==> src/include/bsid_cfg.svh <==
// Constants of the boundary-scan instruction decoder
`ifndef BSID_CFG_SVH
`define BSID_CFG_SVH

// Instruction register length and codes
`define BSID_IR_LEN 10
`define BSID_IR_SAMPLE 10'h005
`define BSID_IR_EXTEST 10'h00f
`define BSID_IR_BYPASS 10'h3ff
`define BSID_IR_USERCODE 10'h007
`define BSID_IR_IDCODE 10'h006
`define BSID_IR_HIGHZ 10'h00b
`define BSID_IR_CLAMP 10'h00a
`define BSID_IR_RECONFIG 10'h001
// Value loaded at capture-IR: low bits 01, decodes as bypass
`define BSID_IR_CAPT 10'h3fd

// Identification value: arbitrary, LSB set as a marker bit
`define BSID_IDCODE_VAL 32'h0abc_d001
`define BSID_DR32_LEN 32

// Scanned user pins and the three cells that each pin owns
`define BSID_PINS 8
`define BSID_CELL_W 3
`define BSID_CELL_IN 0
`define BSID_CELL_OUT 1
`define BSID_CELL_OE 2
`define BSID_BSR_LEN 24

`endif

==> src/include/bsid_pkg.sv <==
// Types and shared functions of the boundary-scan instruction decoder
`default_nettype none
`include "bsid_cfg.svh"
package bsid_pkg;

    // Test-access controller states
    typedef enum logic [3:0] {
        BSID_TLR, BSID_RTI, BSID_SEL_DR, BSID_CAP_DR, BSID_SH_DR,
        BSID_EX1_DR, BSID_PA_DR, BSID_EX2_DR, BSID_UPD_DR,
        BSID_SEL_IR, BSID_CAP_IR, BSID_SH_IR, BSID_EX1_IR,
        BSID_PA_IR, BSID_EX2_IR, BSID_UPD_IR
    } bsid_tap_state_t;

    // Decoded instruction
    typedef enum logic [2:0] {
        MODE_BYPASS, MODE_SAMPLE, MODE_EXTEST, MODE_USERCODE,
        MODE_IDCODE, MODE_HIGHZ, MODE_CLAMP, MODE_RECONFIG
    } bsid_mode_t;

    // State of the controller module
    typedef struct packed {
        bsid_tap_state_t state;
    } bsid_tap_st_t;

    // State of the decoder top
    typedef struct packed {
        logic tck_s1;
        logic tck_s2;
        logic tck_s3;
        logic tms_s1;
        logic tms_s2;
        logic tdi_s1;
        logic tdi_s2;
        logic trst_n_s1;
        logic trst_n_s2;
        logic [`BSID_PINS-1:0] pin_s1;
        logic [`BSID_PINS-1:0] pin_s2;
        logic [`BSID_IR_LEN-1:0] ir_sh;
        logic [`BSID_IR_LEN-1:0] ir;
        bsid_mode_t mode;
        logic bypass;
        logic [`BSID_DR32_LEN-1:0] idsh;
        logic [`BSID_BSR_LEN-1:0] bsr;
        logic [`BSID_BSR_LEN-1:0] bsr_upd;
        logic tdo;
        logic tdo_oe;
        logic [`BSID_PINS-1:0] pad_out;
        logic [`BSID_PINS-1:0] pad_oe;
        logic reconfig;
    } bsid_core_st_t;

    // Instruction code to mode; anything unlisted falls to bypass
    function automatic bsid_mode_t bsid_decode(
        logic [`BSID_IR_LEN-1:0] code);
        case (code)
            `BSID_IR_SAMPLE: return MODE_SAMPLE;
            `BSID_IR_EXTEST: return MODE_EXTEST;
            `BSID_IR_USERCODE: return MODE_USERCODE;
            `BSID_IR_IDCODE: return MODE_IDCODE;
            `BSID_IR_HIGHZ: return MODE_HIGHZ;
            `BSID_IR_CLAMP: return MODE_CLAMP;
            `BSID_IR_RECONFIG: return MODE_RECONFIG;
            default: return MODE_BYPASS;
        endcase
    endfunction

    // One cell kind of every pin, pulled out of a boundary vector
    function automatic logic [`BSID_PINS-1:0] bsid_pin_field(
        logic [`BSID_BSR_LEN-1:0] v, int k);
        logic [`BSID_PINS-1:0] r;
        r = '0;
        for (int i = 0; i < `BSID_PINS; i++) begin
            r[i] = v[`BSID_CELL_W * i + k];
        end
        return r;
    endfunction

endpackage
`default_nettype wire

==> src/include/bsid_tap_if.sv <==
// Link between the decoder top and its test-access controller
`default_nettype none
interface bsid_tap_if;
    logic tck_rise; // One core cycle per test clock rising edge
    logic tms; // Synchronised mode select
    logic trst; // Test reset, active high
    bsid_pkg::bsid_tap_state_t state; // Controller state

    modport ctrl(output tck_rise, output tms, output trst, input state);
    modport tap(input tck_rise, input tms, input trst, output state);
endinterface
`default_nettype wire

==> src/hdl/bsid_tap.sv <==
// Test-access controller state machine, stepped on test clock edges
`default_nettype none
module bsid_tap (
    input wire logic core_clk,
    input wire logic reset,
    bsid_tap_if.tap link
);
    import bsid_pkg::*;

    bsid_tap_st_t s; // Registered state
    bsid_tap_st_t next_s; // Next state

    // Standard sixteen-state walk under the mode select
    function automatic bsid_tap_state_t step(bsid_tap_state_t c,
        logic m);
        case (c)
            BSID_TLR: return m ? BSID_TLR : BSID_RTI;
            BSID_RTI: return m ? BSID_SEL_DR : BSID_RTI;
            BSID_SEL_DR: return m ? BSID_SEL_IR : BSID_CAP_DR;
            BSID_CAP_DR: return m ? BSID_EX1_DR : BSID_SH_DR;
            BSID_SH_DR: return m ? BSID_EX1_DR : BSID_SH_DR;
            BSID_EX1_DR: return m ? BSID_UPD_DR : BSID_PA_DR;
            BSID_PA_DR: return m ? BSID_EX2_DR : BSID_PA_DR;
            BSID_EX2_DR: return m ? BSID_UPD_DR : BSID_SH_DR;
            BSID_UPD_DR: return m ? BSID_SEL_DR : BSID_RTI;
            BSID_SEL_IR: return m ? BSID_TLR : BSID_CAP_IR;
            BSID_CAP_IR: return m ? BSID_EX1_IR : BSID_SH_IR;
            BSID_SH_IR: return m ? BSID_EX1_IR : BSID_SH_IR;
            BSID_EX1_IR: return m ? BSID_UPD_IR : BSID_PA_IR;
            BSID_PA_IR: return m ? BSID_EX2_IR : BSID_PA_IR;
            BSID_EX2_IR: return m ? BSID_UPD_IR : BSID_SH_IR;
            BSID_UPD_IR: return m ? BSID_SEL_DR : BSID_RTI;
            default: return BSID_TLR;
        endcase
    endfunction

    // Advance only on a test clock edge; test reset wins
    always_comb begin
        next_s = s;
        if (link.trst) begin
            next_s.state = BSID_TLR;
        end else if (link.tck_rise) begin
            next_s.state = step(s.state, link.tms);
        end
    end

    // State register
    always_ff @(posedge core_clk) begin
        if (reset) begin
            s <= '0;
        end else begin
            s <= next_s;
        end
    end

    assign link.state = s.state;
endmodule
`default_nettype wire

==> src/hdl/bsid_top.sv <==
// Boundary-scan instruction decoder with its scan chains and pin control
//
// Notes on behaviour
// Sample/preload captures pins, loads pattern, pins normal
// External test drives pattern, captures input pins
// Bypass instruction puts one-bit register between TDI/TDO
// User code shifts 32-bit user value out
// Identification code shifts identification value out
// High-impedance: bypass selected, all pins tri-stated
// Clamp: bypass selected, pins held from scan register
// Reconfig instruction pulses internal restart, pin untouched
// New instruction takes effect only at update
// Unlisted instruction codes behave as bypass
`default_nettype none
`include "bsid_cfg.svh"
module bsid_top (
    input wire logic core_clk,
    input wire logic reset,
    input wire logic tck,
    input wire logic tms,
    input wire logic tdi,
    input wire logic trst_n,
    output logic tdo,
    output logic tdo_oe,
    input wire logic [`BSID_DR32_LEN-1:0] user_code,
    input wire logic [`BSID_PINS-1:0] core_out,
    input wire logic [`BSID_PINS-1:0] core_oe,
    input wire logic [`BSID_PINS-1:0] pad_in,
    output logic [`BSID_PINS-1:0] pad_out,
    output logic [`BSID_PINS-1:0] pad_oe,
    output logic reconfig_req,
    output bsid_pkg::bsid_mode_t active_mode
);
    import bsid_pkg::*;

    bsid_core_st_t s; // Registered state
    bsid_core_st_t next_s; // Next state
    logic tck_rise; // Test clock rising edge seen this cycle
    logic tck_fall; // Test clock falling edge seen this cycle
    bsid_tap_if tap_link(); // Controller link

    // Edges come from the second and third stages only
    assign tck_rise = s.tck_s2 & ~s.tck_s3;
    assign tck_fall = ~s.tck_s2 & s.tck_s3;
    assign tap_link.tck_rise = tck_rise;
    assign tap_link.tms = s.tms_s2;
    assign tap_link.trst = ~s.trst_n_s2;

    // Controller state machine
    bsid_tap u_tap (
        .core_clk(core_clk),
        .reset(reset),
        .link(tap_link.tap)
    );

    // Whole next-state computation
    always_comb begin
        logic [`BSID_BSR_LEN-1:0] cap;
        cap = '0;
        next_s = s;
        // Two-stage synchronisers for every pin input, and a third stage for the test clock
        next_s.tck_s1 = tck;
        next_s.tck_s2 = s.tck_s1;
        next_s.tck_s3 = s.tck_s2;
        next_s.tms_s1 = tms;
        next_s.tms_s2 = s.tms_s1;
        next_s.tdi_s1 = tdi;
        next_s.tdi_s2 = s.tdi_s1;
        next_s.trst_n_s1 = trst_n;
        next_s.trst_n_s2 = s.trst_n_s1;
        next_s.pin_s1 = pad_in;
        next_s.pin_s2 = s.pin_s1;
        next_s.reconfig = 1'b0;
        // Capture image: pad level, core output, core enable
        for (int i = 0; i < `BSID_PINS; i++) begin
            cap[`BSID_CELL_W * i + `BSID_CELL_IN] = s.pin_s2[i];
            cap[`BSID_CELL_W * i + `BSID_CELL_OUT] = core_out[i];
            cap[`BSID_CELL_W * i + `BSID_CELL_OE] = core_oe[i];
        end
        // Work done as the test clock rises in each state
        if (tck_rise) begin
            case (tap_link.state)
                BSID_CAP_IR: begin
                    next_s.ir_sh = `BSID_IR_CAPT;
                end
                BSID_SH_IR: begin
                    next_s.ir_sh = {s.tdi_s2, s.ir_sh[`BSID_IR_LEN-1:1]};
                end
                BSID_UPD_IR: begin
                    // Only here does a shifted code take effect
                    next_s.ir = s.ir_sh;
                    next_s.mode = bsid_decode(s.ir_sh);
                    if (bsid_decode(s.ir_sh) == MODE_RECONFIG) begin
                        next_s.reconfig = 1'b1;
                    end
                end
                BSID_CAP_DR: begin
                    case (s.mode)
                        MODE_IDCODE: next_s.idsh = `BSID_IDCODE_VAL;
                        MODE_USERCODE: next_s.idsh = user_code;
                        MODE_SAMPLE, MODE_EXTEST: next_s.bsr = cap;
                        default: next_s.bypass = 1'b0;
                    endcase
                end
                BSID_SH_DR: begin
                    case (s.mode)
                        MODE_IDCODE, MODE_USERCODE: begin
                            next_s.idsh = {s.tdi_s2,
                                s.idsh[`BSID_DR32_LEN-1:1]};
                        end
                        MODE_SAMPLE, MODE_EXTEST: begin
                            next_s.bsr = {s.tdi_s2,
                                s.bsr[`BSID_BSR_LEN-1:1]};
                        end
                        default: next_s.bypass = s.tdi_s2;
                    endcase
                end
                BSID_UPD_DR: begin
                    // Preload and pattern load; clamp keeps old image
                    if (s.mode == MODE_SAMPLE || s.mode == MODE_EXTEST) begin
                        next_s.bsr_upd = s.bsr;
                    end
                end
                default: begin
                end
            endcase
        end
        // Reset state always points the chain at identification
        if (tap_link.state == BSID_TLR) begin
            next_s.ir = `BSID_IR_IDCODE;
            next_s.mode = MODE_IDCODE;
        end
        // Serial output changes on the falling test clock edge
        if (tck_fall) begin
            case (tap_link.state)
                BSID_SH_IR: begin
                    next_s.tdo = s.ir_sh[0];
                    next_s.tdo_oe = 1'b1;
                end
                BSID_SH_DR: begin
                    case (s.mode)
                        MODE_IDCODE, MODE_USERCODE: next_s.tdo = s.idsh[0];
                        MODE_SAMPLE, MODE_EXTEST: next_s.tdo = s.bsr[0];
                        default: next_s.tdo = s.bypass;
                    endcase
                    next_s.tdo_oe = 1'b1;
                end
                default: next_s.tdo_oe = 1'b0;
            endcase
        end
        // Pin drive by mode; the core keeps the pins otherwise
        case (s.mode)
            MODE_EXTEST, MODE_CLAMP: begin
                next_s.pad_out = bsid_pin_field(s.bsr_upd,
                    `BSID_CELL_OUT);
                next_s.pad_oe = bsid_pin_field(s.bsr_upd,
                    `BSID_CELL_OE);
            end
            MODE_HIGHZ: begin
                next_s.pad_out = core_out;
                next_s.pad_oe = '0;
            end
            default: begin
                next_s.pad_out = core_out;
                next_s.pad_oe = core_oe;
            end
        endcase
    end

    // State register; the chain comes up on identification
    always_ff @(posedge core_clk) begin
        if (reset) begin
            s <= '0;
            s.ir <= `BSID_IR_IDCODE;
            s.mode <= MODE_IDCODE;
        end else begin
            s <= next_s;
        end
    end

    // Every output straight from the state register
    assign tdo = s.tdo;
    assign tdo_oe = s.tdo_oe;
    assign pad_out = s.pad_out;
    assign pad_oe = s.pad_oe;
    assign reconfig_req = s.reconfig;
    assign active_mode = s.mode;
endmodule
`default_nettype wire

==> config.mk <==
export PLATFORM = sky130hd
export DESIGN_NAME = bsid_top
export DESIGN_NICKNAME = d
export VERILOG_FILES = /design/src/include/bsid_pkg.sv /design/src/include/bsid_tap_if.sv /design/src/hdl/bsid_tap.sv /design/src/hdl/bsid_top.sv
export VERILOG_INCLUDE_DIRS = /design/src /design/src/include
export SDC_FILE = /design/constraint.sdc
export NUM_CORES = 1
export LEC_CHECK = 0
export BUFFER_PORTS_ARGS = -buffer_cell sky130_fd_sc_hd__buf_2
export CORE_MARGIN = 2
export CORE_UTILIZATION = 49
export DETAILED_ROUTE_END_ITERATION = 12
export GPL_ROUTABILITY_DRIVEN = 0
export PLACE_DENSITY = 0.73
export SETUP_SLACK_MARGIN = 0.05
export SYNTH_ARGS = -nofsm -noshare
export SYNTH_HDL_FRONTEND = slang
export SYNTH_HIERARCHICAL = 1
export SYNTH_SLANG_ARGS = --single-unit
==> constraint.sdc <==
create_clock -name core_clk -period 2.8 [get_ports core_clk]
set_input_delay 0.28 -clock core_clk [delete_from_list [all_inputs] [get_ports core_clk]]
set_output_delay 0.28 -clock core_clk [all_outputs]
set_load 0.03 [all_outputs]
==> results.yml <==
clock_tree:
  cts_buffers: 17
  h-tree-depth: 4
  cts.sinks: 134
  clockRootBuffer: "clkbuf_16"
  clk_pin_slew_ps: 60
  cts_tree: "yes"
  post-cts-setup-buffers: 0
  postCtsHoldBufs: 0
  clockBufferDepth: 2
  cts-resized-gates: 0
  insertion_delay_ps: 410
worst_setup_path:
  critPathBufInv: 1
  slowest_delay_ps: 720
  arrival_ps: 2620
  cpMaxStageDelayCell: "or4b_2"
  cp_cell_sequence: "or4b_2 > buf_4 > nand2_1 > a311oi_1"
  crit_family: "simple AND/OR/NAND/NOR gates"
  critPathMaxFanout: 35
  endpoint_kind: "flop"
  cp_data_required_time_ps: 3110
  critPathLaunchType: "flop"
  crit_type: "reg2reg"
layout:
  nets: 799
  design_area_um2: 6800
  syn2layout_area_growth_pct: 17.0
  n_antenna_cell: 0
  final_layout_size_suffix_gt1_share_pct: 19.2
run_status:
  status: "finished with violations"
  violations: "DRC"
power_and_ir_drop:
  netSwitchingFraction_pct: 19.4
  power_density_nw_per_um2: 678
  p_int_mw: 3.72
  seqPwrFrac_pct: 42.2
  leakage_nw: 2.40
  total_power_mw: 4.61
  p_switching_uw: 897
  pwr-share-comb_pct: 3.5
  clock_power_share_pct: 54.3
  vdd_ir_drop_max_mv: 0.492
sta:
  fin_crit_sh_pct: 82.5
  tightest_slew_ps: 751
  max_freq_mhz: 433
  period_needed_ps: 2310
  skew_ps: 7.30
  max-slew-margin-rel_pct: 49.6
  tns_ps: 0
  hold_viol: 0
  setup_viol: 0
  rsz0062_at_grt: "no"
  slew_violations: 0
placed_design:
  io_buffer_count: 83
  dpl_cell_area_um2: 6120
  dp_hpwl_mm: 8.76
detailed_routing:
  wl_per_cell_um: 15.6
  wl_mm: 13.9
  ant_nets: 0
  firstDrtPassIters: 11
  drc: 4
  routed-via-count: 5140
  viasPerCell: 5.76
  drt-initial-drc-count: 452
global_route:
  antenna_found_initial: 0
  grt_usage_pct: 22.2
  grt_overflow: 0
  grt_pass1_wl_mm: 23.0
  grt_pass1_vias: 4766
  grt_max_degree: 65
yosys:
  yosysMostFrequentCell: "nand2_1"
  yosys_register_bits: 134
  syn_area_per_cell_um2: 8.29
  synthCells: 701
  netlist_top_cells_count: "142 x nand2_1, 134 x dfxtp_1, 56 x a21oi_1"
  yosys.area.top_type: "dfxtp_1"
  ys_async_sr_fraction_pct: 0
  synth_top_cell_area_share_pct: 46.2
  mappedNetlistArea_um2: 5810
  synthTopCellsByArea: "dfxtp_1 46%, nand2_1 9.2%, a311oi_1 8.1%"
  synth-edff-count: 0
  synth.distinct_cells: 51
  ys_seq_area_share_pct: 46.2
  synth_ff_type: "dfxtp_1"
  synth_warnings: 6
  syn_nets: 763
floorplanning:
  core_area_um2: 11500
  die_w_um: 113
  start_util_pct: 50.5
  ios: 84
  num_rows: 39
  die-area_um2: 12700
  die_y_um: 113
run:
  drv_cap: 0
min_path:
  hp-class: "in2reg"
## cells by family after synthesis
group | Yosys count | share of synthesized area (%)
and+or+nand+nor | 296 | 23.6
DFF | 134 | 46.2
buffers and inverters | 95 | 8.25
AOI/OAI and AO/OA | 169 | 20.8
muxes | 1 | 0.194
xor gates and xnor gates | 6 | 0.904
## sequential cells by signal (all words and copies together), names as in the netlist
signal	flops
active_mode	3
next_s	13
pad_oe	8
pad_out	8
reconfig_req	1
s	94
tap_link.tms	1
tdo	1
tdo_oe	1
u_tap/link.state	4
## per-layer routing
layer / wire length [um] / track usage, % / share of wire, % / up-vias
met5: 0 / 0 / 0 / -
met4: 241 / 7.80 / 1.7 / 0
met3: 883 / 6.11 / 6.4 / 25
met2: 6350 / 33.7 / 46 / 182
met1: 6420 / 30.7 / 46 / 2408
li1: - / - / - / 2525
## area by class of cell
class,instances,area (um^2)
fillers,996,4720
flip-flops and latches,134,2680
well taps,143,179
inverters,11,41.3
multi-input cells,472,2660
clock inverters,8,165
clock buffers,24,512
repair buffers,101,566
## path summary, 6_finish.rpt
| check | start | end | slack [ps] | cells after the start |
|---|---|---|---|---|
| setup / recovery | u_tap/link.state[1] | s[52] | 490 | 4 |
| setup reg to reg | u_tap/link.state[1] | s[52] | 490 | 4 |
| hold reg to reg | next_s[123] | s[123] | 430 | 1 |
| hold / removal | tms | next_s[143] | 80 | 2 |
## metrics by stage
stage               util (%)  setup slack, ps  cells  hold WS, ps
finish                  59.1              489    893         75.5
global route            59.1              302    893         69.6
CTS                     59.1              508    893         61.9
detailed placement      53.2              568    861          420
global placement        53.2              637    861          420
floorplan                  -              850    701          349
## power by group through the flow
stage	sequential [mW]	combinational (mW)	clock [mW]
6_report	1.95	0.162	2.50
5_1_grt	1.95	0.177	2.63
4_1_cts	1.95	0.162	2.54
3_5_place_dp	1.99	0.161	0
3_3_place_gp	1.99	0.157	0
2_1_floorplan	1.98	0.105	0
## cell usage in the layout (no fill, tap or decap), drive strengths merged, types with 2 or more instances in the layout
master and n:
nand2 142, dfxtp 134, buf 101, a21oi 58
nor2 54, a311oi 54, nor2b 30, nand3 29
clkbuf 24, o21ai 19, or3 13, o2111ai 13
inv 10, a2111oi 9, nand3b 6, xnor2 5
nand2b 5, bufinv 5, clkinv 4, o211ai 3
or3b 3, a21o 2, nor3b 2, a31oi 2
nor4b 2, or4b 2, nor4 2
No activity file was read; power rests on OpenSTA's default activity.
